$ cat src/pwe_encap_map.svh
`ifndef PWE_ENCAP_MAP_SVH
`define PWE_ENCAP_MAP_SVH
// Control word layout
`define PWE_CW_NIBBLE_ZERO   4'h0
`define PWE_CW_RSVD          12'h000
`define PWE_SEQ_NONE         16'h0000
`define PWE_SEQ_FIRST        16'h0001
`define PWE_SEQ_MAX          16'hffff
`define PWE_SEQ_MSB          15
// Label stack entry layout: label[31:12] tc[11:9] s[8] ttl[7:0]
`define PWE_LBL_MSB          31
`define PWE_LBL_LSB          12
`define PWE_LSE_S_BIT        8
`define PWE_TTL_MSB          7
`define PWE_TTL_ZERO         8'h00
`define PWE_S_ONE            1'b1
`define PWE_TC_ZERO          3'h0
`define PWE_LBL_RSVD_MAX     20'h0000f
`define PWE_LBL_RSVD_OFFSET  20'h00010
`define PWE_MAX_LB_LABELS    3'h3
`define PWE_PW_COUNT         16
`define PWE_PW_IDX_W         4
`define PWE_HASH_INIT        32'h811c9dc5
`define PWE_HASH_MUL_SHIFT   5
`endif

$ cat src/pwe_encap_pkg.sv
package pwe_encap_pkg;
  typedef enum logic [2:0] {
    PWE_IDLE,
    PWE_PUSH_STACK,
    PWE_PUSH_FLOW,
    PWE_PUSH_CW,
    PWE_PAYLOAD
  } pwe_ing_state_t;
  typedef enum logic [1:0] {
    PWE_E_LABELS,
    PWE_E_CW,
    PWE_E_PAYLOAD,
    PWE_E_DROP
  } pwe_egr_state_t;
endpackage

$ cat src/pwe_flow_hash.sv
`timescale 1ns/1ps
`default_nettype none
`include "pwe_encap_map.svh"
// Deterministic flow hash over the MAC pair: same keys always give same label
module pwe_flow_hash
  import pwe_encap_pkg::*;
(
  // Keys
  input  wire logic [47:0] dstMac,
  input  wire logic [47:0] srcMac,
  input  wire logic [3:0]  pwIdx,
  // Result
  output logic      [19:0] flowLabel
);
  logic [31:0] acc;
  logic [19:0] folded;
  // Pure combinational mix, no state, so a flow maps to one label forever
  always_comb begin
    acc = `PWE_HASH_INIT;
    for (int i = 0; i < 6; i++) begin
      acc = acc ^ {24'h000000, dstMac[i*8 +: 8]};
      acc = acc + (acc << `PWE_HASH_MUL_SHIFT);
      acc = acc ^ {24'h000000, srcMac[i*8 +: 8]};
      acc = acc + (acc << `PWE_HASH_MUL_SHIFT);
    end
    acc = acc ^ {28'h0000000, pwIdx};
    folded = acc[19:0] ^ {8'h00, acc[31:20]};
    // Lift out of the reserved range rather than remap, keeps spread even
    if (folded <= `PWE_LBL_RSVD_MAX) begin
      flowLabel = folded + `PWE_LBL_RSVD_OFFSET;
    end else begin
      flowLabel = folded;
    end
  end
endmodule // pwe_flow_hash
`default_nettype wire

$ cat src/pwe_encap_top.sv
// Functional notes
// - Inserted control word starts with a zero nibble.
// - Next twelve control word bits are reserved and sent as zero.
// - Low sixteen control word bits carry a per-pseudo_wire sequence number.
// - Sequence zero means no ordering check; receiver skips it.
// - Flow label is the bottom stack entry, pushed under other labels.
// - Flow label entry has S set and TTL zero.
// - Flow label never lies in reserved range 0..15.
// - Flow label hashed from destination and source MAC.
// - Same flow always receives the same flow label.
// - Flow label generated locally with no negotiation.
// - Egress takes the top stack label as pseudo_wire label then strips flow label unread.
// - Egress strips the control word before Ethernet delivery, keeping only its zero-sequence hint.
// - No flow label load balancing when stack exceeds three labels.
`timescale 1ns/1ps
`default_nettype none
`include "pwe_encap_map.svh"
module pwe_encap_top
  import pwe_encap_pkg::*;
(
  // Clock and reset
  input  wire logic        clock,
  input  wire logic        rst_b,
  // Per pseudo_wire configuration
  input  wire logic [15:0] cwEnable,
  input  wire logic [15:0] flowEnable,
  input  wire logic [15:0] seqEnable,
  // Ingress frame in (32-bit words, MACs given at start)
  input  wire logic        ingValid,
  output logic             ingReady,
  input  wire logic [31:0] ingData,
  input  wire logic        ingSop,
  input  wire logic        ingEop,
  input  wire logic [3:0]  ingPwIdx,
  input  wire logic [47:0] ingDstMac,
  input  wire logic [47:0] ingSrcMac,
  input  wire logic [31:0] ingPwLabel,
  input  wire logic [31:0] ingTunLabel,
  input  wire logic        ingTunPresent,
  input  wire logic [2:0]  ingInLabelCnt,
  // Ingress MPLS out
  output logic             mplsValid,
  input  wire logic        mplsReady,
  output logic [31:0]      mplsData_ff,
  output logic             mplsSop_ff,
  output logic             mplsEop_ff,
  // Egress MPLS in
  input  wire logic        egrValid,
  output logic             egrReady,
  input  wire logic [31:0] egrData,
  input  wire logic        egrSop,
  input  wire logic        egrEop,
  input  wire logic        egrCwPresent,
  // Egress Ethernet out
  output logic             ethValid,
  input  wire logic        ethReady,
  output logic [31:0]      ethData_ff,
  output logic             ethSop_ff,
  output logic             ethEop_ff,
  output logic [19:0]      ethPwLabel_ff,
  output logic             ethSeqCheck_ff
);
  pwe_ing_state_t ingState_ff;
  pwe_ing_state_t nxt_ingState;
  pwe_egr_state_t egrState_ff;
  logic [15:0] seqNum_ff [`PWE_PW_COUNT];
  logic [3:0]  pwIdx_ff;
  logic [19:0] flowLbl_ff;
  logic        useFlow_ff;
  logic        useCw_ff;
  logic        mplsFull_ff;
  logic        ethFull_ff;
  logic [19:0] hashLabel;
  logic        outFree;
  logic        sawPwLabel_ff;
  logic        egrFirst_ff;

  // Label computed locally from the frame keys only
  pwe_flow_hash uHash (
    .dstMac    (ingDstMac),
    .srcMac    (ingSrcMac),
    .pwIdx     (ingPwIdx),
    .flowLabel (hashLabel)
  );

  // One-deep output register; accepts a word when empty or draining
  assign outFree   = !mplsFull_ff || mplsReady;
  assign mplsValid = mplsFull_ff;
  // Input is consumed only in the header-free payload phase
  assign ingReady  = outFree && ((ingState_ff == PWE_IDLE) ? 1'b0 : (ingState_ff == PWE_PAYLOAD));

  // Ingress sequencing: stack, flow label, control word, payload
  always_comb begin
    nxt_ingState = ingState_ff;
    case (ingState_ff)
      PWE_IDLE: begin
        if (ingValid && ingSop) begin
          nxt_ingState = ingTunPresent ? PWE_PUSH_STACK : PWE_PUSH_FLOW;
        end
      end
      PWE_PUSH_STACK: begin
        if (outFree) begin
          nxt_ingState = PWE_PUSH_FLOW;
        end
      end
      PWE_PUSH_FLOW: begin
        // Pseudo_wire label goes out here; flow label follows if enabled
        if (outFree) begin
          nxt_ingState = useFlow_ff ? PWE_PUSH_CW : (useCw_ff ? PWE_PUSH_CW : PWE_PAYLOAD);
        end
      end
      PWE_PUSH_CW: begin
        // Flow-only frames go straight to payload after the flow entry
        if (outFree && (!useFlow_ff || !useCw_ff)) begin
          nxt_ingState = PWE_PAYLOAD;
        end
      end
      PWE_PAYLOAD: begin
        if (outFree && ingValid && ingEop) begin
          nxt_ingState = PWE_IDLE;
        end
      end
      default: nxt_ingState = PWE_IDLE;
    endcase
  end

  // State register
  always_ff @(posedge clock or negedge rst_b) begin
    if (!rst_b) begin
      ingState_ff <= PWE_IDLE;
    end else begin
      ingState_ff <= nxt_ingState;
    end
  end

  // Per-frame options latched at start of frame
  always_ff @(posedge clock or negedge rst_b) begin
    if (!rst_b) begin
      pwIdx_ff   <= 4'h0;
      flowLbl_ff <= 20'h00000;
      useFlow_ff <= 1'b0;
      useCw_ff   <= 1'b0;
    end else if (ingState_ff == PWE_IDLE && ingValid && ingSop) begin
      pwIdx_ff   <= ingPwIdx;
      flowLbl_ff <= hashLabel;
      // Deep stacks skip flow labelling entirely
      useFlow_ff <= flowEnable[ingPwIdx] && (ingInLabelCnt <= `PWE_MAX_LB_LABELS);
      useCw_ff   <= cwEnable[ingPwIdx];
    end else if (ingState_ff == PWE_PUSH_CW && outFree && useFlow_ff) begin
      useFlow_ff <= 1'b0; // Flow label just emitted, control word next if enabled
    end
  end

  // Per pseudo_wire sequence counters; zero is skipped on wrap
  always_ff @(posedge clock or negedge rst_b) begin
    if (!rst_b) begin
      for (int i = 0; i < `PWE_PW_COUNT; i++) begin
        seqNum_ff[i] <= `PWE_SEQ_FIRST;
      end
    end else if (ingState_ff == PWE_PUSH_CW && outFree && !useFlow_ff && useCw_ff && seqEnable[pwIdx_ff]) begin
      seqNum_ff[pwIdx_ff] <= (seqNum_ff[pwIdx_ff] == `PWE_SEQ_MAX) ? `PWE_SEQ_FIRST : seqNum_ff[pwIdx_ff] + 16'h0001;
    end
  end

  // Output word builder; the stall check keeps data stable under back-pressure
  always_ff @(posedge clock or negedge rst_b) begin
    if (!rst_b) begin
      mplsFull_ff <= 1'b0;
      mplsData_ff <= 32'h00000000;
      mplsSop_ff  <= 1'b0;
      mplsEop_ff  <= 1'b0;
    end else if (outFree) begin
      mplsFull_ff <= 1'b0;
      case (ingState_ff)
        PWE_PUSH_STACK: begin
          mplsFull_ff <= 1'b1;
          mplsData_ff <= {ingTunLabel[`PWE_LBL_MSB:`PWE_LSE_S_BIT+1], 1'b0, ingTunLabel[`PWE_TTL_MSB:0]};
          mplsSop_ff  <= 1'b1;
          mplsEop_ff  <= 1'b0;
        end
        PWE_PUSH_FLOW: begin
          // Pseudo_wire label; bottom only if no flow label below it
          mplsFull_ff <= 1'b1;
          mplsData_ff <= {ingPwLabel[`PWE_LBL_MSB:`PWE_LSE_S_BIT+1], !useFlow_ff, ingPwLabel[`PWE_TTL_MSB:0]};
          mplsSop_ff  <= !ingTunPresent;
          mplsEop_ff  <= 1'b0;
        end
        PWE_PUSH_CW: begin
          mplsFull_ff <= 1'b1;
          mplsSop_ff  <= 1'b0;
          mplsEop_ff  <= 1'b0;
          if (useFlow_ff) begin
            // Flow label as bottom entry with S=1, TTL=0
            mplsData_ff <= {flowLbl_ff, `PWE_TC_ZERO, `PWE_S_ONE, `PWE_TTL_ZERO};
          end else if (seqEnable[pwIdx_ff]) begin
            // Zero nibble, reserved, sequence
            mplsData_ff <= {`PWE_CW_NIBBLE_ZERO, `PWE_CW_RSVD, seqNum_ff[pwIdx_ff]};
          end else begin
            mplsData_ff <= {`PWE_CW_NIBBLE_ZERO, `PWE_CW_RSVD, `PWE_SEQ_NONE};
          end
        end
        PWE_PAYLOAD: begin
          if (ingValid) begin
            mplsFull_ff <= 1'b1;
            mplsData_ff <= ingData;
            mplsSop_ff  <= 1'b0;
            mplsEop_ff  <= ingEop;
          end
        end
        default: mplsFull_ff <= 1'b0;
      endcase
    end
  end

  // Egress: drop labels up to bottom, then control word, then pass payload
  assign ethValid = ethFull_ff;
  assign egrReady = !ethFull_ff || ethReady;

  always_ff @(posedge clock or negedge rst_b) begin
    if (!rst_b) begin
      egrState_ff    <= PWE_E_LABELS;
      sawPwLabel_ff  <= 1'b0;
      ethPwLabel_ff  <= 20'h00000;
      ethSeqCheck_ff <= 1'b0;
    end else if (egrValid && egrReady) begin
      case (egrState_ff)
        PWE_E_LABELS: begin
          // First entry names the pseudo_wire; later ones are dropped unread
          if (egrSop || !sawPwLabel_ff) begin
            ethPwLabel_ff <= egrData[`PWE_LBL_MSB:`PWE_LBL_LSB];
            sawPwLabel_ff <= 1'b1;
          end
          if (egrData[`PWE_LSE_S_BIT]) begin
            egrState_ff <= egrCwPresent ? PWE_E_CW : PWE_E_PAYLOAD;
          end
          if (egrEop) begin
            egrState_ff   <= PWE_E_LABELS;
            sawPwLabel_ff <= 1'b0;
          end
        end
        PWE_E_CW: begin
          // Control word discarded; only its zero-sequence hint is kept
          ethSeqCheck_ff <= (egrData[`PWE_SEQ_MSB:0] != `PWE_SEQ_NONE);
          egrState_ff    <= egrEop ? PWE_E_LABELS : PWE_E_PAYLOAD;
          sawPwLabel_ff  <= !egrEop;
        end
        PWE_E_PAYLOAD: begin
          if (egrEop) begin
            egrState_ff   <= PWE_E_LABELS;
            sawPwLabel_ff <= 1'b0;
          end
        end
        default: egrState_ff <= PWE_E_LABELS;
      endcase
    end
  end

  // First payload word of a frame; a gap in egrValid must not restart the frame
  always_ff @(posedge clock or negedge rst_b) begin
    if (!rst_b) begin
      egrFirst_ff <= 1'b1;
    end else if (egrValid && egrReady) begin
      egrFirst_ff <= (egrState_ff != PWE_E_PAYLOAD) || egrEop;
    end
  end

  // Ethernet output register
  always_ff @(posedge clock or negedge rst_b) begin
    if (!rst_b) begin
      ethFull_ff <= 1'b0;
      ethData_ff <= 32'h00000000;
      ethSop_ff  <= 1'b0;
      ethEop_ff  <= 1'b0;
    end else if (egrReady) begin
      ethFull_ff <= egrValid && (egrState_ff == PWE_E_PAYLOAD);
      if (egrValid && egrState_ff == PWE_E_PAYLOAD) begin
        ethData_ff <= egrData;
        ethEop_ff  <= egrEop;
        ethSop_ff  <= egrFirst_ff;
      end
    end
  end
endmodule // pwe_encap_top
`default_nettype wire

$ cat config.mk
export PLATFORM = sky130hd
export DESIGN_NAME = pwe_encap_top
export DESIGN_NICKNAME = d
export VERILOG_FILES = /design/src/pwe_encap_pkg.sv /design/src/pwe_flow_hash.sv /design/src/pwe_encap_top.sv
export VERILOG_INCLUDE_DIRS = /design/src
export SDC_FILE = /design/constraint.sdc
export NUM_CORES = 1
export LEC_CHECK = 0
export ABC_AREA = 1
export BUFFER_PORTS_ARGS = -buffer_cell sky130_fd_sc_hd__buf_2
export CORE_ASPECT_RATIO = 0.6
export CORE_UTILIZATION = 60
export CTS_CLUSTER_SIZE = 25
export DETAILED_ROUTE_END_ITERATION = 8
export PLACE_DENSITY = 0.86
export SKIP_CTS_REPAIR_TIMING = 1
export SYNTH_ARGS = -nofsm -noshare
export SYNTH_HDL_FRONTEND = slang
export SYNTH_SLANG_ARGS = --single-unit
$ cat constraint.sdc
create_clock -name clock -period 3.9 [get_ports clock]
set_input_delay 0.39 -clock clock [delete_from_list [all_inputs] [get_ports clock]]
set_output_delay 0.39 -clock clock [all_outputs]
set_load 0.05 [all_outputs]
==> results of run 1 <==
## metrics by stage
stage	cell area (sq um)	cells	TNS (ns)	setup slack, ns
after floorplan	31400	4112	-144.64	-8.61
after global placement	40600	5956	-177.69	-10.22
after detailed placement	40600	5956	-189.54	-10.91
after CTS	41800	6024	-181.41	-10.49
## per-layer routing
layer	global-route usage [%]	GRT overflow
met3	92.0	324
met1	95.9	259
met2	125	2604
met5	83.3	34
met4	112	757
## kinds of logic after synthesis
family,after synthesis
AND/OR/NAND/NOR,1476
XOR/XNOR,337
other,2
flip-flops,380
adder cells (fa/ha/maj),281
buffers and inverters,516
AO/OA/AOI/OAI,1116
==> flow_summary.ini, run 1 <==
[run_status]
status = aborted with a tool error
stop_stage = 5_1_grt
error_message = [ERROR GRT-0232] Routing congestion too high. Check the congestion heatmap in the GUI.

[cts]
h-tree-depth = 2
cts_buffers = 38
cts_sinks = 380
cts_root_buf = clkbuf_16
clockBufferDepth = 3

[synthesis]
seq_area_frac_synth_pct = 31.2
async_flop_share_pct = 100
synthAdderAreaFrac_pct = 11.8
syn_avg_cell_area_sq_um = 7.44
ys_warn_count = 0
mappedNetlistArea_sq_mm = 0.0305
synth_ff_type = dfrtp_1
synth_top_cell_area_share_pct = 29.7
syn_inst = 4108
synthMuxAreaShare_pct = 0
synthSimpleGateAreaFrac_pct = 19.8
ys_seq_elements = 380
ys_top_cells_by_area = dfrtp_1 30%, nand2_1 12%, ha_1 11%
synth_enable_flop_cells = 0
synth_xor_area_share_pct = 10.3
synth_top_family_by_area = compound AO/OA/AOI/OAI gates
synth-compound-area-share_pct = 20.5
ys_types = 48
synth_common_cells = 997 x nand2_1, 527 x o21ai_0, 383 x inv_1
yosys.area.top_type = dfrtp_1
synth_most_common_cell = nand2_1

[die]
io_pins = 384
die_w_microns = 293
die_h_microns = 177
num_rows = 63
initial_core_util_pct = 61.3

[place]
place.gp.congestion = 1.05
place_hpwl_microns = 88700
io_buffers = 379

[global_routing]
overflow = 3978
grt_max_degree = 96
track_usage_pct = 105

[sta]
worst_endpoint_kind = register data pin
worstEndpointGrtRepair = flowLbl_ff[6]$_DFFE_PN0P_/D
==> run 2, diff against run 1 <==
Settings changed: CORE_ASPECT_RATIO 0.6 to unset, CORE_UTILIZATION 60 to 40, CTS_CLUSTER_SIZE 25 to unset, PLACE_DENSITY 0.86 to unset, PLACE_DENSITY_LB_ADDON set to 0.15.
==> flow_summary.ini, run 2 <==
[final_layout]
top_register = seqNum_ff
final_common_cell = buf_4
fin_nets = 6120
reg.largest.list = seqNum_ff (256), ethData_ff (32), mplsData_ff (32)
postLayoutCoreUtil_pct = 64.9
seq_area_sq_mm = 0.00953
num-fill-cells = 6166
multi_input_area_sq_mm = 0.0243
largest_register_ffs = 256
drive_above_1_share_pct = 42.7
finalInstanceArea_sq_mm = 0.0486
synthToLayoutAreaGrowth_pct = 59.2
layout_common_cells = 1,090 x buf_4, 911 x nand2_1, 439 x o21ai_0, 376 x buf_2, 363 x dfrtp_1

[drt]
wl_per_cell_microns = 16.8
drt-initial-drc-count = 2418
via_per_inst = 5.16
highest_layer = met5
dr_wl_met2_microns = 52000
routed_wirelength_microns = 110000
routed-via-count = 33800
wl_met3_microns = 4550
ant_nets = 0
dr.pass1.iters = 6
wl_met1_microns = 50800
drcViolationCount = 0

[setup_path]
crit_path_start_kind = primary input
endpoint_kind = flop
arrival_ns = 13.39
worst_ep_required_time_ns = 4.34
crit_top_cell = a21oi_2
criticalPathCategory = in -> reg
rr_worst_depth = 12
critPathMaxStageDelay_ns = 0.37
r2r_slack_ns = 0.26
crit_fanout = 6
r2r-start = pwIdx_ff[0]$_DFFE_PN0P_
slowest_stage = fa_2
r2r-end = seqNum_ff[129]$_DFFE_PN0P_

[synthesis]
synth_enable_flop_cells = 0
async_flop_share_pct = 100
syn_inst = 4108
syn_avg_cell_area_sq_um = 7.44
synth_top_cell_area_share_pct = 29.7
ys_seq_elements = 380
synth_ff_type = dfrtp_1
yosys.area.top_type = dfrtp_1
ys_top_cells_by_area = dfrtp_1 30%, nand2_1 12%, ha_1 11%
seq_area_frac_synth_pct = 31.2
ys_types = 48
synth_common_cells = 997 x nand2_1, 527 x o21ai_0, 383 x inv_1
synth_most_common_cell = nand2_1
ys_warn_count = 0
mappedNetlistArea_sq_mm = 0.0305

[global_routing]
grt_pass1_wl_microns = 162000
track_usage_pct = 25.5
grt_max_degree = 121
overflow = 0
grt_pass1_vias = 31000
antenna_found_initial = 5

[cts]
clock_latency_ns = 0.58
cts_root_buf = clkbuf_16
path_clk_slew_ns = 0.06
cts_buffers = 41
cts_sinks = 380
h-tree-depth = 2
clockBufferDepth = 3
cts_tree = done

[sta]
relSlewSlack_pct = 28.3
hold_viol_final = 0
worst_slack_ns = -9.05
fmax_mhz = 77.2
fin_crit_ns = 12.95
setup_tns_ns = -157.99
rsz0062_at_grt = true
setup_violations = 20
fin_skew_ns = 0.0338
min_period_over_period_pct = 332
tightest_slew_ns = 1.07
maxSlewViolCount = 0

[die]
die_h_microns = 278
io_pins = 384
num_rows = 100
die-area_sq_mm = 0.0775
design.core.area_sq_mm = 0.0749
die_w_microns = 278
initial_core_util_pct = 40.8

[run]
drv_cap = 0

[place]
io_buffers = 379
place_worst_setup_slack_ns = -10.53
placed_area_sq_mm = 0.0416
place_hpwl_microns = 78200
place.gp.congestion = 0.911

[worst_hold_path]
hp-class = in -> reg
hold_start = egrData[24]
hold_depth = 3
whs_endpoint = ethPwLabel_ff[12]$_DFFE_PN0P_

[run_status]
violations = setup timing
status = complete, but fails checks
run 2: cell counts after synthesis:
No cell type changed its count.
run 2: metrics by stage:
| stage | hold WS (ns) | instances |
|---|---|---|
| floorplan | 0.0944 | 4112 |
| global placement | 0.461 | 6318 |
| detailed placement | 0.467 | 6318 |
| CTS | -0.0372 | 6393 |
| global route | 0.0859 | 6551 |
| finish | 0.0962 | 6551 |
run 2: worst max-delay path: cells and delay by family:
kind            cells  cell delay [ns]
compound gates     27             4.16
fa+ha+maj          13             3.62
xor+xnor           11             2.08
simple gates       23             1.94
buf+inv            11             1.14
run 2: area by class of cell:
type | count | area share, %
multi-input combinational | 3216 | 49.9
clock inverter | 18 | 0.360
inverter | 389 | 3.08
timing repair buffer | 1517 | 22.1
timing repair inverter | 3 | 0.0463
sequential | 380 | 19.6
antenna | 2 | 0.0103
clock buffer | 57 | 2.40
tap | 969 | 2.49
run 2: kinds of logic after synthesis:
| family | after synthesis | share of synthesized area [%] |
|---|---|---|
| XOR/XNOR | 337 | 10.3 |
| other | 2 | 0.0246 |
| buffers and inverters | 516 | 6.40 |
| AO/OA/AOI/OAI | 1116 | 20.5 |
| AND/OR/NAND/NOR | 1476 | 19.8 |
| adder cells (fa/ha/maj) | 281 | 11.8 |
| flip-flops | 380 | 31.2 |
run 2: worst max path at each step:
stage / start / end / cells after the start
after floorplan: ingDstMac[0] / flowLbl_ff[4]$_DFFE_PN0P_ / 74
after global placement: ingDstMac[0] / flowLbl_ff[4]$_DFFE_PN0P_ / 83
after detailed placement: ingDstMac[0] / flowLbl_ff[4]$_DFFE_PN0P_ / 80
after CTS: ingDstMac[0] / flowLbl_ff[4]$_DFFE_PN0P_ / 81
after global routing: ingDstMac[0] / flowLbl_ff[5]$_DFFE_PN0P_ / 81
final: ingDstMac[0] / flowLbl_ff[5]$_DFFE_PN0P_ / 85
run 2: routing by layer:
metal	global-route usage, %	up-vias
met5	0	-
met4	5.48	6
met3	2.37	163
met2	41.3	808
met1	36.8	16000
li1	-	16800
Power of run 2 is left out: the tool's default activity adds up to more than one toggle a clock period on the data nets, which glitch-free logic cannot reach.
==> run 3, diff against run 2 <==
Settings changed: HOLD_SLACK_MARGIN set to 0.12.
==> flow_summary.ini, run 3 (synthesized netlist as in run 2, its figures left out) <==
[final_layout]
final_common_cell = buf_4
num-fill-cells = 6161
final_cells = 6559
layout_common_cells = 1,090 x buf_4, 911 x nand2_1, 439 x o21ai_0, 376 x buf_2, 363 x dfrtp_1
top_register = seqNum_ff
drive_above_1_share_pct = 42.6
largest_register_ffs = 256
finalInstanceArea_sq_mm = 0.0487
fin_nets = 6128
seq_area_sq_mm = 0.00953
synthToLayoutAreaGrowth_pct = 59.5
multi_input_area_sq_mm = 0.0243
reg.largest.list = seqNum_ff (256), ethData_ff (32), mplsData_ff (32)

[setup_path]
crit_fanout = 6
critPathMaxStageDelay_ns = 0.37
setup.worst_path.start = ingDstMac[0]
worst_ep_required_time_ns = 4.35
slowest_stage = fa_2
critPathBufInv = 11
r2r-start = pwIdx_ff[0]$_DFFE_PN0P_
endpoint_kind = flop
crit_path_start_kind = primary input
criticalPathCategory = in -> reg
critPathTopFamily = compound AO/OA/AOI/OAI gates
arrival_ns = 13.39
crit_top_cell = a21oi_2

[cts]
cts_root_buf = clkbuf_16
path_clk_slew_ns = 0.06
clockBufferDepth = 3
clock_latency_ns = 0.58
cts_buffers = 41
cts_sinks = 380
h-tree-depth = 2
cts_tree = done

[drt]
drt-initial-drc-count = 2408
via_per_inst = 5.15
wl_per_cell_microns = 16.8
drcViolationCount = 0
ant_nets = 0
routed_wirelength_microns = 110000
dr.pass1.iters = 9
routed-via-count = 33800

[place]
place_worst_setup_slack_ns = -10.53
placed_cells = 6318
place.gp.congestion = 0.911
placed_area_sq_mm = 0.0416
io_buffers = 379
place_hpwl_microns = 78200

[worst_hold_path]
hp-class = in -> reg
hold_start = egrData[27]

[sta]
fin_skew_ns = 0.0311
hold_viol_final = 0
fmax_mhz = 77.2
setup_tns_ns = -158.09
relSlewSlack_pct = 27.6
fin_crit_ns = 12.95
rsz0062_at_grt = true
min_period_over_period_pct = 332
maxSlewViolCount = 0
tightest_slew_ns = 1.08
setup_violations = 20
worst_slack_ns = -9.05

[global_routing]
grt_max_degree = 121
overflow = 0
grt_pass1_wl_microns = 162000
grt_pass1_vias = 31000
track_usage_pct = 25.5
antenna_found_initial = 5

[run_status]
status = complete, but fails checks
violations = setup timing

[die]
initial_core_util_pct = 40.8
design.core.area_sq_mm = 0.0749
num_rows = 100
die-area_sq_mm = 0.0775
die_w_microns = 278
io_pins = 384
die_h_microns = 278

[run]
drv_cap = 0
==> run 3: cell count changes in the layout (fill, tap and decap cells not counted) <==
cell	delta
dlygate4sd3_1	+8
==> run 3: worst reg2reg max path, delay by kind of cell, from the launching register on <==
| family | cells | cell delay [ns] |
|---|---|---|
| and+or+nand+nor | 6 | 1.66 |
| AOI/OAI and AO/OA | 3 | 0.53 |
| DFF | 1 | 0.45 |
| buffers and inverters | 2 | 0.60 |
| adders and majority gates | 1 | 0.26 |
==> run 3: final cells by class <==
cell class	instances	area share [%]
sequential	380	19.6
inverter	389	3.07
tap	969	2.49
timing repair buffer	1525	22.2
timing repair inverter	3	0.0462
clock inverter	18	0.360
antenna	2	0.0103
multi-input combinational	3216	49.8
clock buffer	57	2.39
==> run 3: metrics by stage <==
stage,hold slack [ns],utilization [%]
after floorplan,0.0944,-
final,0.0968,65.0
after global routing,0.120,65.0
after CTS,-0.0372,57.3
after detailed placement,0.467,55.5
after global placement,0.461,55.5
==> run 3: metal layers <==
layer | up-vias | global-route usage (%) | share of wire [%] | routed length (microns)
met2 | 796 | 41.3 | 47 | 52100
met1 | 16000 | 36.8 | 46 | 51000
li1 | 16800 | - | - | -
met5 | - | 0 | 0.035 | 39
met4 | 6 | 5.48 | 2.2 | 2370
met3 | 155 | 2.37 | 4.0 | 4360
==> run 3: worst paths after layout <==
check                           cells past startpoint  slack, ns                    endpoint
worst max-delay path                               85      -9.05   flowLbl_ff[5]$_DFFE_PN0P_
worst min-delay path                                3        0.1  ethData_ff[27]$_DFFE_PN0P_
max in group asynchronous                           3       2.41   seqNum_ff[48]$_DFFE_PN1P_
worst max register to register                     12       0.29   seqNum_ff[17]$_DFFE_PN0P_
min in group asynchronous                           2       0.48  ethData_ff[24]$_DFFE_PN0P_
worst min register to register                      2       0.48  ethData_ff[19]$_DFFE_PN0P_
Power of run 3 is left out for the same reason.
